===== src/include/vxi_window_defines.vh =====
/*
 holds the address-decode constants of the backplane register window:
 configuration block placement, register offsets, window size, widths.
 assumes it is included by bare name in the decode files.
*/
`ifndef VXI_WINDOW_DEFINES_VH
`define VXI_WINDOW_DEFINES_VH

// configuration space placement
`define CFG_SPACE_START 24'h1FC000
`define CFG_BLOCK_BYTES 24'h000040
`define CFG_BLOCK_SHIFT 6
`define LOG_ADDR_DEFAULT 8'h28
// switch pins: edges after release before all three stages are filled
`define SW_SETTLE_COUNT 2'h3

// configuration register offsets within the 64-byte block
`define CFG_OFS_ID 6'h00
`define CFG_OFS_DEVTYPE 6'h02
`define CFG_OFS_STATUS 6'h04
`define CFG_OFS_BASE_OFFSET 6'h06

// device-type field: bits 15:12 give the window size code
`define DEVTYPE_SIZE_LSB 12
`define DEVTYPE_SIZE_CODE 4'h0
`define DEVTYPE_MODEL 12'h000
// window of 4096 bytes, base = register value * 256
`define WIN_BYTES 24'h001000
`define WIN_OFS_BITS 12
`define BASE_SHIFT 8
`define BASE_RESET 16'h0000
// window offsets that take 16-bit transfers
`define WIN_OFS_UPLOAD 12'h00C
`define WIN_OFS_WIDE 12'h00E

// identity value is arbitrary
`define MAKER_ID 12'hF00
`define ID_CLASS 4'hC

// reading size in bytes for memory upload
`define READING_BYTES 2

`endif


===== src/verilog/reading_byte_pair.v =====
/*
 holds the byte sequencer for uploading acquisition readings: each
 16-bit reading leaves as two byte reads, high byte first.
 assumes the main decoder presents one pulse per accepted byte read.
*/
`timescale 1ns/10ps
`include "vxi_window_defines.vh"

module reading_byte_pair (
   // clock and reset
   input wire sys_clk,
   input wire nrst,
   // reading source
   input wire [15:0] reading_data,
   output wire reading_pop,
   // byte read side
   input wire byte_rd,
   output reg [7:0] byte_ff,
   output reg [15:0] bytes_sent_ff
);

   ////////////////////////////////////////////////////////////////////////
   reg half_ff;
   reg [7:0] nxt_byte;

   // pop after the low byte, so one reading spans two reads
   assign reading_pop = byte_rd & half_ff;

   always @* begin
      nxt_byte = half_ff ? reading_data[7:0] : reading_data[15:8];
   end

   always @(posedge sys_clk or negedge nrst) begin
      if (!nrst) begin
         half_ff <= 1'b0;
         byte_ff <= 8'h00;
         bytes_sent_ff <= 16'h0000;
      end else if (byte_rd) begin
         half_ff <= ~half_ff;
         byte_ff <= nxt_byte;
         bytes_sent_ff <= bytes_sent_ff + 16'h0001;
      end
   end

endmodule


===== src/verilog/vxi_register_window_decode.v =====
/*
 holds the backplane address decoder: the 64-byte configuration block in
 24-bit address space, the window base register, and the 4096-byte window
 of byte-wide operating registers plus the reading upload port.
 assumes a decoded, synchronous strobe interface from the bus front end:
 one-cycle cfg and win strobes, already qualified by address modifier.
*/
// Operation
// - device-type register reports 4096-byte window need
// - store manager-written window base, keep it
// - config block at 1FC000 plus address times 64
// - base register at offset 06, 16-bit readable
// - window base equals register value times 256
// - operating registers decoded relative to window base
// - operating accesses byte-wide unless designated wider
// - each uploaded reading is two bytes
// - logical address defaults to 40
`timescale 1ns/10ps
`include "vxi_window_defines.vh"

module vxi_register_window_decode (
   // clock and reset
   input wire sys_clk,
   input wire nrst,
   // logical address switches, sampled after reset
   input wire [7:0] module_logical_address,
   input wire log_addr_use_default,
   // configuration space access
   input wire cfg_strobe,
   input wire cfg_write,
   input wire [23:0] cfg_addr,
   input wire [15:0] cfg_wdata,
   output reg [15:0] cfg_rdata_ff,
   output reg cfg_ack_ff,
   // window space access
   input wire win_strobe,
   input wire win_write,
   input wire win_wide,
   input wire [23:0] win_addr,
   input wire [15:0] win_wdata,
   output reg [15:0] win_rdata_ff,
   output reg win_ack_ff,
   output reg win_err_ff,
   // operating register side
   output reg [11:0] op_offset_ff,
   output reg [7:0] op_wdata_ff,
   output reg op_write_ff,
   output reg op_read_ff,
   input wire [7:0] op_rdata,
   // reading upload
   input wire [15:0] reading_data,
   output wire reading_pop,
   output wire [15:0] upload_bytes,
   // state shown to the module
   output wire [23:0] window_base,
   output wire [23:0] cfg_base
);

   ////////////////////////////////////////////////////////////////////////
   // upload port and the 16-bit data port are the only wide registers
   localparam [11:0] OFS_UPLOAD = `WIN_OFS_UPLOAD;
   localparam [11:0] OFS_WIDE_DATA = `WIN_OFS_WIDE;

   // one-hot access states
   localparam [2:0] ST_IDLE = 3'b001;
   localparam [2:0] ST_OP = 3'b010;
   localparam [2:0] ST_UPL = 3'b100;

   reg [7:0] log_addr_ff;
   reg addr_taken_ff;
   // switch pins: three stages, with a settle count of three edges running alongside them from release
   reg [8:0] sw_s1_ff;
   reg [8:0] sw_s2_ff;
   reg [8:0] sw_s3_ff;
   reg [1:0] settle_ff;
   reg win_wide_ff;
   reg [15:0] base_reg_ff;
   reg [2:0] state_ff;
   reg [2:0] nxt_state;
   reg upl_rd;
   wire [7:0] upl_byte;
   wire in_cfg;
   wire in_win;
   wire [23:0] win_rel;
   wire wide_ok;

   ////////////////////////////////////////////////////////////////////////
   function [23:0] cfg_block_base;
      input [7:0] la;
      begin
         cfg_block_base = `CFG_SPACE_START +
            ({16'h0000, la} << `CFG_BLOCK_SHIFT);
      end
   endfunction

   function [23:0] win_base_of;
      input [15:0] ofs;
      begin
         win_base_of = {ofs, 8'h00};
      end
   endfunction

   ////////////////////////////////////////////////////////////////////////
   // switch pins are asynchronous to sys_clk: three stages first
   always @(posedge sys_clk or negedge nrst) begin
      if (!nrst) begin
         sw_s1_ff <= 9'h000;
         sw_s2_ff <= 9'h000;
         sw_s3_ff <= 9'h000;
         settle_ff <= 2'h0;
      end else begin
         sw_s1_ff <= {log_addr_use_default, module_logical_address};
         sw_s2_ff <= sw_s1_ff;
         sw_s3_ff <= sw_s2_ff;
         if (settle_ff != `SW_SETTLE_COUNT)
            settle_ff <= settle_ff + 2'h1;
      end
   end

   // caught once, when the stages are filled and the last two agree; a switch still
   // moving at release only delays the catch
   always @(posedge sys_clk or negedge nrst) begin
      if (!nrst) begin
         log_addr_ff <= `LOG_ADDR_DEFAULT;
         addr_taken_ff <= 1'b0;
      end else if (!addr_taken_ff && settle_ff == `SW_SETTLE_COUNT &&
                   sw_s2_ff == sw_s3_ff) begin
         addr_taken_ff <= 1'b1;
         if (!sw_s3_ff[8])
            log_addr_ff <= sw_s3_ff[7:0];
      end
   end

   assign cfg_base = cfg_block_base(log_addr_ff);
   assign window_base = win_base_of(base_reg_ff);
   assign in_cfg = (cfg_addr[23:6] == cfg_base[23:6]);
   assign win_rel = win_addr - window_base;
   // base is 256-aligned, so the window may straddle a 4k line
   assign in_win = (win_rel < `WIN_BYTES);
   assign wide_ok = (win_rel[11:0] == OFS_UPLOAD) |
                    (win_rel[11:0] == OFS_WIDE_DATA);

   ////////////////////////////////////////////////////////////////////////
   // configuration block
   always @(posedge sys_clk or negedge nrst) begin
      if (!nrst) begin
         base_reg_ff <= `BASE_RESET;
         cfg_rdata_ff <= 16'h0000;
         cfg_ack_ff <= 1'b0;
      end else begin
         cfg_ack_ff <= cfg_strobe & in_cfg;
         if (cfg_strobe && in_cfg) begin
            if (cfg_write) begin
               if (cfg_addr[5:0] == `CFG_OFS_BASE_OFFSET)
                  base_reg_ff <= cfg_wdata;
            end else if (cfg_addr[5:0] == `CFG_OFS_ID) begin
               cfg_rdata_ff <= {`ID_CLASS, `MAKER_ID};
            end else if (cfg_addr[5:0] == `CFG_OFS_DEVTYPE) begin
               cfg_rdata_ff <= {`DEVTYPE_SIZE_CODE,
                                `DEVTYPE_MODEL};
            end else if (cfg_addr[5:0] == `CFG_OFS_STATUS) begin
               cfg_rdata_ff <= {15'h0000, addr_taken_ff};
            end else if (cfg_addr[5:0] == `CFG_OFS_BASE_OFFSET) begin
               cfg_rdata_ff <= base_reg_ff;
            end else begin
               cfg_rdata_ff <= 16'h0000;
            end
         end
      end
   end

   ////////////////////////////////////////////////////////////////////////
   // window access sequencer
   always @* begin
      nxt_state = ST_IDLE;
      upl_rd = 1'b0;
      case (state_ff)
         ST_IDLE: begin
            if (win_strobe && in_win && !(win_wide && !wide_ok)) begin
               if (win_rel[11:0] == OFS_UPLOAD && !win_write) begin
                  nxt_state = ST_UPL;
                  upl_rd = 1'b1;
               end else begin
                  nxt_state = ST_OP;
               end
            end
         end
         ST_OP: nxt_state = ST_IDLE;
         ST_UPL: begin
            // second byte of a wide upload read
            upl_rd = win_wide_ff;
            nxt_state = ST_IDLE;
         end
         default: nxt_state = ST_IDLE;
      endcase
   end

   always @(posedge sys_clk or negedge nrst) begin
      if (!nrst) begin
         state_ff <= ST_IDLE;
         win_wide_ff <= 1'b0;
         op_offset_ff <= 12'h000;
         op_wdata_ff <= 8'h00;
         op_write_ff <= 1'b0;
         op_read_ff <= 1'b0;
         win_rdata_ff <= 16'h0000;
         win_ack_ff <= 1'b0;
         win_err_ff <= 1'b0;
      end else begin
         state_ff <= nxt_state;
         op_write_ff <= 1'b0;
         op_read_ff <= 1'b0;
         win_ack_ff <= 1'b0;
         // outside the window: no answer at all
         win_err_ff <= (state_ff == ST_IDLE) & win_strobe & in_win &
                       win_wide & ~wide_ok;
         if (state_ff == ST_IDLE && win_strobe && in_win) begin
            win_wide_ff <= win_wide;
            op_offset_ff <= win_rel[11:0];
            op_wdata_ff <= win_wdata[7:0];
            if (!(win_wide && !wide_ok)) begin
               op_write_ff <= win_write;
               op_read_ff <= ~win_write &
                             (win_rel[11:0] != OFS_UPLOAD);
            end
         end
         if (state_ff == ST_OP) begin
            win_ack_ff <= 1'b1;
            win_rdata_ff <= {8'h00, op_rdata};
         end
         if (state_ff == ST_UPL) begin
            win_ack_ff <= 1'b1;
            // byte_ff already holds the byte sequenced in the idle cycle, high or low
            win_rdata_ff <= win_wide_ff ? reading_data :
                            {8'h00, upl_byte};
         end
      end
   end

   ////////////////////////////////////////////////////////////////////////
   reading_byte_pair pair_u (
      .sys_clk(sys_clk),
      .nrst(nrst),
      .reading_data(reading_data),
      .reading_pop(reading_pop),
      .byte_rd(upl_rd),
      .byte_ff(upl_byte),
      .bytes_sent_ff(upload_bytes)
   );

endmodule


===== config.mk =====
export PLATFORM = sky130hd
export DESIGN_NAME = vxi_register_window_decode
export DESIGN_NICKNAME = d
export VERILOG_FILES = /design/src/verilog/reading_byte_pair.v /design/src/verilog/vxi_register_window_decode.v
export VERILOG_INCLUDE_DIRS = /design/src /design/src/include
export SDC_FILE = /design/constraint.sdc
export NUM_CORES = 1
export LEC_CHECK = 0
export BUFFER_PORTS_ARGS = -buffer_cell sky130_fd_sc_hd__buf_4
export CAP_MARGIN = 5
export CORE_ASPECT_RATIO = 0.8
export CORE_UTILIZATION = 25
export CTS_BUF_LIST = sky130_fd_sc_hd__clkbuf_4 sky130_fd_sc_hd__clkbuf_8 sky130_fd_sc_hd__clkbuf_16
export CTS_CLUSTER_SIZE = 16
export DETAILED_ROUTE_END_ITERATION = 6
export GPL_TIMING_DRIVEN = 0
export PLACE_DENSITY = 0.42
export SYNTH_ARGS = -nofsm -noshare
export SYNTH_HDL_FRONTEND = slang
export SYNTH_SLANG_ARGS = --single-unit
export TNS_END_PERCENT = 20

===== constraint.sdc =====
create_clock -name sys_clk -period 9.3 [get_ports sys_clk]
set_clock_uncertainty 0.15 [all_clocks]
set_input_delay 1.395 -clock sys_clk [delete_from_list [all_inputs] [get_ports sys_clk]]
set_output_delay 1.395 -clock sys_clk [all_outputs]
set_load 0.01 [all_outputs]

# Word level (Yosys, flattened, before mapping)
# Cells that the tools add are included.
dict set report word_totals {
  ff_bits 140
  in_bits 120
  out_inout_bits 122
  word_cells 90
}
dict set report classes {
  addsub 4
  order_cmp 1
  n_eq_ne 13
  n_mux 20
  bitwise_logic 13
  n_reduce_logical 18
}
# cell n
set ops {}
lappend ops {{16-bit 2-to-1 mux} 7}
lappend ops {{12-bit by 4-bit == test with 1-bit output (second input constant)} 2}
lappend ops {{24-bit by 13-bit < comparator with 1-bit output (second input constant)} 1}
lappend ops {{24-bit subtractor} 1}
lappend ops {{21-bit by 14-bit adder with 22-bit output (first input constant)} 1}
lappend ops {{18-bit by 16-bit == test with 1-bit output} 1}
lappend ops {{16-bit by 1-bit adder with 16-bit output (second input constant)} 1}
lappend ops {{6-bit by 3-bit == test with 1-bit output (second input constant)} 2}
lappend ops {{12-bit by 4-bit inequality test with 1-bit output (second input constant)} 1}
lappend ops {{9-bit == test} 1}
lappend ops {{1-bit logical AND} 9}
lappend ops {{3-bit 2-to-1 mux} 3}
lappend ops {{1-bit 2-to-1 mux} 8}
lappend ops {{8-bit 2-to-1 mux} 1}
lappend ops {{1-bit AND} 7}
lappend ops {{6-bit by 2-bit == test with 1-bit output (second input constant)} 1}
lappend ops {{6-bit logical NOT} 1}
lappend ops {{1-bit inverter} 5}
lappend ops {{1-bit logical NOT} 4}
lappend ops {{2-bit AND reduction} 2}
lappend ops {{3-bit by 1-bit == test with 1-bit output (second input constant)} 1}
lappend ops {{3-bit by 2-bit == test with 1-bit output (second input constant)} 1}
lappend ops {{3-bit == test (second input constant)} 1}
lappend ops {{3-bit AND reduction} 1}
lappend ops {{6 further kinds} 6}

# Logic depth before layout (Yosys ltp)
# Gate-level depths: netlist of run 1.
dict set report logic_depth {
  ltp_word 10
  mapped_depth 13
  mapped_depth_nobuf 12
}

# By module
# Synthesis of run 1 repeated with hierarchy kept, for this count alone.
dict set report unflattened {
  hier_cells 646
  hier_area_um2 6972.9
}
# module n_inst cells_per_inst area_each_um2 seq_area_each_um2
set by_module_without_submodules {}
lappend by_module_without_submodules {vxi_register_window_decode 1 548 5825.6 2881.5}
lappend by_module_without_submodules {reading_byte_pair 1 98 1147.4 625.6}

# Worst setup path after synthesis of run 1
# OpenSTA, ideal clock, no wires.
dict set report synth_path {
  path_kind {input port to output port}
  startpoint {input win_addr[8]}
  endpoint {output reading_pop}
  t_arrival_ns 3.731
  t_required_ns 7.755
  setup_slack_ns 4.024
  path_stages 12
  path_buffers 0
  cell_sequence {inv_1 ha_1 fa_1 nor2b_4 o311a_4 o31a_1 nor4b_2 o31a_1 mux2i_1 nor4_2 a21oi_1 nor2b_1}
}
dict set report synth_between {
  elab_chain_cells 10
  word_cells_on_any_way 15
  classes_between {add/sub (1); order compare (1); eq/ne (2); mux (3); bitwise (2); reduce/logical (6)}
}
# element line_no
set synth_lines {}
lappend synth_lines {{start, declared} vxi_register_window_decode.v:39} ;# input wire [23:0] win_addr,
lappend synth_lines {{24-bit subtractor (*)} vxi_register_window_decode.v:137} ;# assign win_rel = win_addr - window_base;
lappend synth_lines {{parallel branches: the longest is 6 deep, another holds 24-bit by 13-bit < comparator with 1-bit output} -}
lappend synth_lines {{1-bit 2-to-1 mux (*)} vxi_register_window_decode.v:179} ;# if (win_strobe && in_win && !(win_wide && !wide_ok)) begin
lappend synth_lines {{1-bit one-hot mux with 2 select lines (*)} vxi_register_window_decode.v:177} ;# case (state_ff)
lappend synth_lines {{1-bit AND (*)} reading_byte_pair.v:27} ;# assign reading_pop = byte_rd & half_ff;
lappend synth_lines {{end, declared} vxi_register_window_decode.v:52} ;# output wire reading_pop,
# Mark *: on every way between the ends.

# Worst setup path after layout of run 1
dict set report layout_path {
  startpoint {input win_addr[17]}
  endpoint {output reading_pop}
}
dict set report layout_between {
  elab_chain_cells 7
}
# element line_no
set layout_lines {}
lappend layout_lines {{24-bit subtractor} vxi_register_window_decode.v:137}
lappend layout_lines {{24-bit by 13-bit < comparator with 1-bit output (no source line)} -}
lappend layout_lines {{1-bit logical AND (2 in series)} vxi_register_window_decode.v:179}
lappend layout_lines {{1-bit 2-to-1 mux} vxi_register_window_decode.v:179}
lappend layout_lines {{1-bit one-hot mux with 2 select lines} vxi_register_window_decode.v:177}
lappend layout_lines {{1-bit AND} reading_byte_pair.v:27}
# No other way between the ends.

==> results.toml, run 1 <==
[status]
status = "finished clean"

[cts]
post-cts-setup-buffers = 0
clkTransAtPathRegs_ns = 0.06
cts_made_buffers = 17
cts_tree = "done"
clock_path_buffers = 2
clockRootBuffer = "clkbuf_16"
clock-sinks = 140
clk_latency_ns = 0.43
htreeDepth = 4
hold_buffers = 0
cts_resized = 0

[synthesis]
yosysSeqAreaShare_pct = 49.8
netlist_area_um2 = 7040
synthArstFlopShare_pct = 100
yosys.area.top_type = "dfrtp_1"
yosysWarningCount = 0
synth_area_leaders = "dfrtp_1 49%, mux2_2 5.1%, xor2_1 3.7%"
synth_edf_count = 0
synth_flop_cell = "dfrtp_1"
synth_cells = 661
syn_area_per_cell_um2 = 10.6
synth-seq-cells = 140
synth_top_area_share_pct = 48.7
yosysUniqueCellTypes = 69

[critical_path]
endpoint_kind = "output pin"
cp_max_fo = 10
worst-setup-path-type = "input port to output pin"
worstPathArrival_ns = 4.53
required_ns = 7.76
startpoint_type = "input port"

[power_and_ir_drop]
ir_drop_mv = 0.116
p_int_mw = 1.16
power_frac_seq_pct = 41.5
leakagePower_nw = 4.66
power_density_nw_per_um2 = 153
power.share.switching_pct = 22.7
p_switching_mw = 0.341
power.total_mw = 1.50
pwr-share-comb_pct = 7.6
p_clk_share_pct = 50.8

[global_routing]
grt.total_usage_pct = 14.5
grt_pass1_wl_um = 32200
grt_pass1_vias = 5750
antenna_found_initial = 0
use_met3_pct = 5.17
gr-usage-met2_pct = 21.6
use_met1_pct = 20.0
grt_overflow = 0
grt_max_degree = 88
grt.busiest_layer = "met2"

[route]
detail_route.iter0.violations = 259
post_drt_wl_per_cell_um = 15.8
viasPerCell = 4.36
drc = 0
vias = 5631
drt-total-wl_um = 20400
drtAntennaViolNets = 0
drt_pre_antenna_iters = 4

[min_path]
hold_class = "flop to flop"

[timing]
tightest_slew_ns = 1.05
drv_slew = 0
slew_headroom_pct = 29.4
finalCriticalPeriod_ns = 6.08
setup_tns_ns = 0
fin_crit_sh_pct = 65.4
setup_viol = 0
max_freq_mhz = 165
hold_viol = 0
rsz0062_at_grt = "no"

[floorplanning]
io_pins = 242
num_rows = 54
die_h_um = 152
die_area_um2 = 28800
core-area_um2 = 27500
die_w_um = 190
initial_utilization_pct = 25.6

[placed_design]
place.gp.congestion = 0.739
dp_hpwl_um = 15800
io_buffers = 209

[final_layout]
drive_gt1_share_pct = 35.9
final.fill_count = 2871
nNetsFinal = 1051
area_growth_pct = 39.9

[run]
maxCapViolations = 0
-- cells by family after synthesis --
logic type / synth area share (%)
simple gates: 12.7
compound gates: 14.5
flops: 49.8
buf+inv: 6.17
mux: 7.96
xor+xnor: 5.35
fa+ha+maj: 3.31
other cells: 0.107
-- path summary, 6_finish.rpt --
kind | start | to | slack [ns] | cells after the start
setup reg to reg | base_reg_ff[9] | op_offset_ff[3] | 5.28 | 12
hold / removal | sw_s1_ff[4] | sw_s2_ff[4] | 0.20 | 0
min in group asynchronous | nrst | cfg_ack_ff | 0.77 | 1
max in group asynchronous | nrst | win_rdata_ff[3] | 7.36 | 2
setup / recovery | win_addr[17] | reading_pop | 3.22 | 13
hold reg to reg | sw_s1_ff[4] | sw_s2_ff[4] | 0.20 | 0
-- power groups by stage --
stage	Sequential (mW)	Combinational (mW)	Clock (mW)
after detailed placement	0.636	0.117	0
after floorplan	0.636	0.0473	0
final	0.625	0.115	0.765
after CTS	0.625	0.117	0.788
after global placement	0.636	0.115	0
after global routing	0.626	0.128	0.812
-- sequential cells by signal (all words and copies together) (netlist names), 2 cells and up --
| register | cells |
|---|---|
| sw_s2_ff | 9 |
| cfg_rdata_ff | 16 |
| op_offset_ff | 12 |
| sw_s3_ff | 9 |
| settle_ff | 2 |
| win_rdata_ff | 16 |
| log_addr_ff | 8 |
| op_wdata_ff | 8 |
| base_reg_ff | 16 |
| state_ff | 3 |
| pair_u.byte_ff | 8 |
| pair_u.bytes_sent_ff | 16 |
| sw_s1_ff | 9 |
-- through the flow --
stage	cell area, um^2	util [%]	cells	hold WS, ns	setup WS [ns]
final	9850	35.8	1291	0.198	3.22
after global routing	9850	35.8	1290	0.204	2.80
after CTS	9850	35.8	1290	0.199	3.18
after detailed placement	9190	33.4	1258	0.186	3.17
after global placement	9150	33.3	1256	0.182	3.09
after floorplan	7120	-	683	0.181	4.02
-- per-layer routing --
layer	part of all wire, %	wire length, um
met3	7.3	1490
met5	0	0
met2	43	8660
met4	0.72	146
met1	49	10100
-- worst max-delay path, stage by stage --
cell and delay [ns]:
buf_4 0.11, ha_1 0.34, clkbuf_1 0.38, nand2_1 0.19, nor2_1 0.18, nand2_1 0.09, o211a_1 0.21, nor3_1 0.33
o2111ai_1 0.26, nor4_2 0.53, a21oi_1 0.23, nor2b_1 0.15, buf_4 0.14
-- area by class of cell --
cell class	instances	area, um^2	share of cell area [%]
plain buffers	54	314	3.19
diodes	1	2.50	0.0254
repair buffers	211	1610	16.3
clock buffers	19	440	4.47
multi-input cells	457	3190	32.4
flip-flops and latches	140	3510	35.6
well taps	364	455	4.62
inverters	32	120	1.22
clock inverters	13	214	2.17
-- cell usage after synthesis (5+ instances only) --
cell and number:
nor3_1 8, mux2_2 32, clkbuf_1 21, o21ai_1 5, a22oi_1 8, nor4_1 7
o22ai_1 8, nand2b_1 8, a221oi_1 8, mux2i_1 20, o21ai_0 50, inv_1 31
buf_2 5, ha_1 17, xnor2_1 13, nand2_1 59, a21oi_1 19, and3_1 15
nor2_1 28, a22o_1 8, a211oi_2 6, buf_4 24, xor2_1 30, dfrtp_1 137
nand3_1 20
-- cells in the final DEF (no fill, tap or decap), types with 13 or more instances in the layout --
cell / instances
inv_1: 31
dfrtp_1: 137
xor2_1: 30
nand3_1: 20
nor2_1: 28
xnor2_1: 13
a21oi_1: 19
nand2_1: 59
mux2_2: 32
clkbuf_16: 17
mux2i_1: 20
conb_1: 24
and3_1: 15
o21ai_0: 50
ha_1: 17
buf_4: 233
clkbuf_1: 21
Note: power is estimated with default switching activity, not from simulation.
==> run 2, diff against run 1 <==
--- a/config.mk
+++ b/config.mk
@@ -6,6 +6,7 @@
 export SDC_FILE = /design/constraint.sdc
 export NUM_CORES = 1
 export LEC_CHECK = 0
+export ABC_AREA = 1
 export BUFFER_PORTS_ARGS = -buffer_cell sky130_fd_sc_hd__buf_4
 export CAP_MARGIN = 5
 export CORE_ASPECT_RATIO = 0.8
@@ -14,7 +15,7 @@
 export CTS_CLUSTER_SIZE = 16
 export DETAILED_ROUTE_END_ITERATION = 6
 export GPL_TIMING_DRIVEN = 0
-export PLACE_DENSITY = 0.42
+export PLACE_DENSITY = 0.43
 export SYNTH_ARGS = -nofsm -noshare
 export SYNTH_HDL_FRONTEND = slang
 export SYNTH_SLANG_ARGS = --single-unit
==> constraint.sdc (replaced) <==
create_clock -name sys_clk -period 4.9 [get_ports sys_clk]
set_clock_uncertainty 0.15 [all_clocks]
set_input_delay 0.735 -clock sys_clk [delete_from_list [all_inputs] [get_ports sys_clk]]
set_output_delay 0.735 -clock sys_clk [all_outputs]
set_load 0.01 [all_outputs]
==> results.toml, run 2 <==
[timing]
max_freq_mhz = 221
fin_crit_sh_pct = 92.2
drv_slew = 0
setup_viol = 0
rsz0062_at_grt = "no"
slew_headroom_pct = 44.1
hold_viol = 0
finalCriticalPeriod_ns = 4.52
setup_tns_ns = 0
tightest_slew_ns = 0.838

[critical_path]
reg2reg_from = "base_reg_ff[0]"
endpoint_kind = "output pin"
r2r_cells = 10
worst-setup-path-type = "flop to output pin"
worstPathArrival_ns = 3.63
cp_max_fo = 10
r2r_slack_ns = 1.56
rr_endpoint = "pair_u.bytes_sent_ff[3]"
startpoint_type = "flop"
required_ns = 4.01

[global_routing]
grt.total_usage_pct = 15.9
grt_overflow = 0
grt_pass1_vias = 6698
antenna_found_initial = 0
grt_pass1_wl_um = 37300
grt_max_degree = 87

[synthesis]
ys_top_cells_by_count = "245 x nand2_1, 137 x dfrtp_1, 128 x inv_1"
synthXorXnorAreaFrac_pct = 3.63
yosys.area.top_type = "dfrtp_1"
syn_area_per_cell_um2 = 8.02
synth_flop_cell = "dfrtp_1"
synth_top_family_by_area = "simple AND/OR/NAND/NOR gates"
yosysWarningCount = 0
synth_area_leaders = "dfrtp_1 46%, nand2_1 12%, nand3_1 6.5%"
synthMuxAreaShare_pct = 2.63
yosysUniqueCellTypes = 39
yosysSeqAreaShare_pct = 46.9
synthSimpleGateAreaFrac_pct = 27.1
synth_cells = 932
netlist_area_um2 = 7480
synth_top_area_share_pct = 45.9
yosys.area_share.adder_pct = 3.11
synth-compound-area-share_pct = 5.92
synth_edf_count = 0
synth-seq-cells = 140
synthArstFlopShare_pct = 100
synth_most_common_cell = "nand2_1"

[cts]
cts_resized = 0
clkTransAtPathRegs_ns = 0.07
clk_latency_ns = 0.42
hold_buffers = 0
clock-sinks = 140
cts_made_buffers = 17
clockRootBuffer = "clkbuf_16"
post-cts-setup-buffers = 0
cts_tree = "done"
htreeDepth = 4
clock_path_buffers = 2

[final_layout]
area_growth_pct = 37.1
final_cell_mix = "245 x nand2_1, 232 x buf_4, 137 x dfrtp_1"
fin_cells = 1573
nNetsFinal = 1321
final.fill_count = 3135
drive_gt1_share_pct = 24.4
final_common_cell = "nand2_1"
antenna_cells = 0

[power_and_ir_drop]
power_density_nw_per_um2 = 272
ir_drop_mv = 0.196
leakagePower_nw = 5.40

[route]
vias = 6686
drt_pre_antenna_iters = 4
viasPerCell = 4.25
post_drt_wl_per_cell_um = 15.0
drc = 0
drt-total-wl_um = 23600
drtAntennaViolNets = 0
detail_route.iter0.violations = 316

[min_path]
hp-start = "sw_s1_ff[0]"
worstHoldEndpoint = "sw_s2_ff[0]"
hold_class = "flop to flop"
min_path_cells = 0

[placed_design]
placedCellCount = 1541
io_buffers = 209
dp_hpwl_um = 18600
place.gp.congestion = 0.805

[floorplanning]
num_rows = 56
die_h_um = 157
initial_utilization_pct = 25.5
die_w_um = 195
die_area_um2 = 30600
core-area_um2 = 29400
io_pins = 242

[run]
maxCapViolations = 0

[status]
status = "finished clean"
[run 2: changes by cell type in the layout (fill, tap and decap cells not counted), moves of 12 or more]
cell / previous run / this run
and3_1: 15 / 2
inv_1: 31 / 128
mux2_2: 32 / 5
nand2_1: 59 / 245
nand3_1: 20 / 97
nand4_1: 4 / 16
nor2_1: 28 / 61
xor2_1: 30 / 16
[run 2: layout make-up]
type | instances | area, um^2 | share of cell area (%)
Multi-Input combinational cell | 635 | 3260 | 31.8
Buffer | 51 | 315 | 3.08
Clock inverter | 15 | 191 | 1.87
Sequential cell | 140 | 3510 | 34.2
Inverter | 128 | 480 | 4.69
Tap cell | 377 | 472 | 4.60
Clock buffer | 17 | 425 | 4.15
Timing Repair Buffer | 210 | 1600 | 15.6
[run 2: routing by layer]
layer,part of all wire [%],GRT usage [%],up-vias
met5,0,0,-
li1,-,-,3438
met4,1.1,4.01,0
met3,3.9,2.69,17
met2,45,24.9,150
met1,50,22.5,3081
[run 2: power breakdown]
| part | leakage, nW | switching, mW | internal [mW] |
|---|---|---|---|
| clock network | 0.300 | 0.632 | 0.698 |
| logic | 3.33 | 0.145 | 0.128 |
| registers | 1.76 | 0.0120 | 1.18 |
[run 2: worst max-delay path by stage]
stage	start	to	depth (start not counted)	slack [ns]
final	base_reg_ff[0]	reading_pop	10	0.38
after global routing	base_reg_ff[0]	reading_pop	10	0.008
after CTS	base_reg_ff[0]	reading_pop	10	0.22
after detailed placement	win_addr[8]	reading_pop	12	0.33
after global placement	win_addr[8]	reading_pop	12	0.33
after floorplan	win_addr[8]	reading_pop	10	1.27
[run 2: critical path, stage by stage (launching register included)]
cell and delay (ns):
dfrtp_1 0.46, ha_1 0.24, fa_1 0.40, xnor2_1 0.23, nor4_1 0.46, nand3_1 0.26, a21oi_1 0.31, nand4_4 0.27
buf_2 0.27, a21oi_1 0.16, buf_4 0.14
[run 2: cells by family after synthesis]
| logic type | after synthesis |
|---|---|
| multiplexers | 19 |
| AO/OA/AOI/OAI | 82 |
| other | 2 |
| AND/OR/NAND/NOR | 461 |
| XOR/XNOR | 31 |
| adder cells (fa/ha/maj) | 18 |
| buffers and inverters | 179 |
| flip-flops | 140 |
[run 2: metrics by stage]
| step | cell area, um^2 | hold slack (ns) | utilization [%] | power (mW) | worst slack [ns] |
|---|---|---|---|---|---|
| after global routing | 10200 | 0.196 | 34.9 | 2.92 | 0.00815 |
| after global placement | 9600 | 0.183 | 32.7 | 1.48 | 0.333 |
| after CTS | 10200 | 0.192 | 34.9 | 2.84 | 0.222 |
| final | 10200 | 0.191 | 34.9 | 2.79 | 0.383 |
| after floorplan | 7560 | 0.181 | - | 1.34 | 1.27 |
| after detailed placement | 9630 | 0.185 | 32.8 | 1.49 | 0.326 |
==> run 3, diff against run 2 <==
--- a/config.mk
+++ b/config.mk
@@ -6,7 +6,6 @@
 export SDC_FILE = /design/constraint.sdc
 export NUM_CORES = 1
 export LEC_CHECK = 0
-export ABC_AREA = 1
 export BUFFER_PORTS_ARGS = -buffer_cell sky130_fd_sc_hd__buf_4
 export CAP_MARGIN = 5
 export CORE_ASPECT_RATIO = 0.8
@@ -15,7 +14,7 @@
 export CTS_CLUSTER_SIZE = 16
 export DETAILED_ROUTE_END_ITERATION = 6
 export GPL_TIMING_DRIVEN = 0
-export PLACE_DENSITY = 0.43
+export PLACE_DENSITY = 0.42
 export SYNTH_ARGS = -nofsm -noshare
 export SYNTH_HDL_FRONTEND = slang
 export SYNTH_SLANG_ARGS = --single-unit
==> constraint.sdc (replaced) <==
create_clock -name sys_clk -period 4.6 [get_ports sys_clk]
set_clock_uncertainty 0.15 [all_clocks]
set_input_delay 0.69 -clock sys_clk [delete_from_list [all_inputs] [get_ports sys_clk]]
set_output_delay 0.69 -clock sys_clk [all_outputs]
set_load 0.01 [all_outputs]
==> results.toml, run 3 (synthesis gave the netlist of run 1 again) <==
[floorplanning]
die_h_um = 152
die_w_um = 190
initial_utilization_pct = 25.6
core-area_um2 = 27500
io_pins = 242
die_area_um2 = 28800
num_rows = 54

[cts]
hold_buffers = 0
clock-sinks = 140
cts_made_buffers = 17
clock_path_buffers = 2
cts_tree = "done"
clockRootBuffer = "clkbuf_16"
htreeDepth = 4
clk_latency_ns = 0.43
clkTransAtPathRegs_ns = 0.06

[route]
detail_route.iter0.violations = 255
drc = 0
post_drt_wl_per_cell_um = 15.8
drt-total-wl_um = 20400
vias = 5637
viasPerCell = 4.36
drt_pre_antenna_iters = 4
drtAntennaViolNets = 0

[critical_path]
startpoint_type = "flop"
required_ns = 3.76
cp_max_fo = 4
worst-path-buf-inv = 2
rr_endpoint = "op_offset_ff[3]"
reg2reg_from = "base_reg_ff[2]"
crit_slowest_cell = "dfrtp_1"
cp.depth = 12
worst-setup-path-type = "flop to output pin"
crit_chain = "inv_1 -> ha_1 -> nor2b_4 -> o311a_4 -> o31a_1 -> a311oi_2 -> xnor2_1 -> nand2b_1 -> nor4_4 -> a21oi_2 -> nor2b_1 -> buf_4"
r2r_slack_ns = 0.88
critPathTopFamily = "compound AO/OA/AOI/OAI gates"
r2r_cells = 12
max_stage_delay_ns = 0.38
endpoint_kind = "output pin"
worstPathArrival_ns = 3.48

[power_and_ir_drop]
ir_drop_mv = 0.235
pwr-share-comb_pct = 7.7
p_clk_share_pct = 50.9
power_frac_seq_pct = 41.5
p_switching_mw = 0.694
power.total_mw = 3.05
leakagePower_nw = 4.68
power.share.switching_pct = 22.8
p_int_mw = 2.35
power_density_nw_per_um2 = 308

[timing]
slew_headroom_pct = 29.1
rsz0062_at_grt = "no"
hold_viol = 0
max_freq_mhz = 231
setup_viol = 0
fin_crit_sh_pct = 93.9
tightest_slew_ns = 1.05
drv_slew = 0
finalCriticalPeriod_ns = 4.32

[global_routing]
grt_overflow = 0
grt.total_usage_pct = 14.5
grt_pass1_wl_um = 32200
grt_max_degree = 88
grt_pass1_vias = 5748
antenna_found_initial = 0

[final_layout]
fin_area_um2 = 9900
final_cell_mix = "235 x buf_4, 136 x dfrtp_1, 59 x nand2_1"
drive_gt1_share_pct = 36.9
nNetsFinal = 1052
finish.utilization_pct = 36.0
final.fill_count = 2863
final_common_cell = "buf_4"
area_growth_pct = 40.6

[status]
status = "finished clean"

[min_path]
hold_class = "input port to async pin"

[placed_design]
place.gp.congestion = 0.739
place_area_um2 = 9190
dp_hpwl_um = 15800
io_buffers = 209

[run]
maxCapViolations = 0
[run 3: changes by cell type in the layout (fill, tap and decap cells not counted), sizes merged, moves of 13 or more]
| cell | before | now |
|---|---|---|
| nand2 | 246 | 59 |
| inv | 135 | 34 |
| nand3 | 99 | 20 |
| nor2 | 62 | 28 |
| mux2 | 5 | 32 |
| xor2 | 16 | 30 |
| and3 | 2 | 15 |
| nand4 | 17 | 4 |
[run 3: worst max-delay path by stage]
| stage | to | slack (ns) | from |
|---|---|---|---|
| 2_1_floorplan | reading_pop | 0.73 | win_addr[8] |
| 3_3_place_gp | reading_pop | -0.20 | win_addr[17] |
| 3_5_place_dp | reading_pop | -0.12 | win_addr[17] |
| 4_1_cts | reading_pop | 0.007 | base_reg_ff[0] |
| 5_1_grt | reading_pop | 0.02 | base_reg_ff[2] |
| 6_report | reading_pop | 0.28 | base_reg_ff[2] |
[run 3: final cells by class]
class | instances | area (um^2) | area share, %
tap | 364 | 455 | 4.60
antenna | 1 | 2.50 | 0.0253
buffer | 53 | 313 | 3.16
timing repair buffer | 213 | 1620 | 16.4
clock buffer | 19 | 440 | 4.45
sequential | 140 | 3510 | 35.4
multi-input combinational | 457 | 3220 | 32.5
clock inverter | 13 | 214 | 2.16
inverter | 32 | 120 | 1.21
[run 3: worst register-to-register path: cells and delay by family, from the launching register on]
family          cells  cell delay [ns]
compound gates      3             0.95
xor+xnor            1             0.17
fa+ha+maj           1             0.33
buf+inv             3             0.52
flops               1             0.38
mux                 1             0.38
simple gates        3             0.74
[run 3: metrics by stage]
step / std cells / hold WS [ns] / setup TNS (ns) / setup slack (ns)
finish: 1292 / 0.0629 / 0 / 0.279
global route: 1291 / 0.0819 / 0 / 0.0182
CTS: 1289 / 0.0789 / 0 / 0.00701
detailed placement: 1258 / 0.186 / -0.117 / -0.117
global placement: 1256 / 0.182 / -0.205 / -0.205
floorplan: 683 / 0.181 / 0 / 0.734
[run 3: power by group through the flow]
stage	clock network, mW	logic (mW)	registers (mW)
after floorplan	0	0.0956	1.29
after global placement	0	0.233	1.29
final	1.55	0.234	1.26
after global routing	1.64	0.261	1.27
after detailed placement	0	0.236	1.29
after CTS	1.59	0.238	1.26
[run 3: what timing repair did]
| item | 4_1_cts | 5_1_grt |
|---|---|---|
| pin swaps | 0 | 1 |
| resized for setup | 3 | 6 |
| endpoints found under the setup margin | 1 | 1 |
| buffers inserted | 0 | 2 |
[run 3: layer usage]
| metal | global-route usage [%] | vias up | routed length (um) |
|---|---|---|---|
| li1 | - | 2808 | - |
| met1 | 20.0 | 2662 | 10100 |
| met2 | 21.6 | 157 | 8640 |
| met3 | 5.17 | 10 | 1540 |
| met4 | 3.34 | 0 | 146 |
| met5 | 0 | - | 0 |
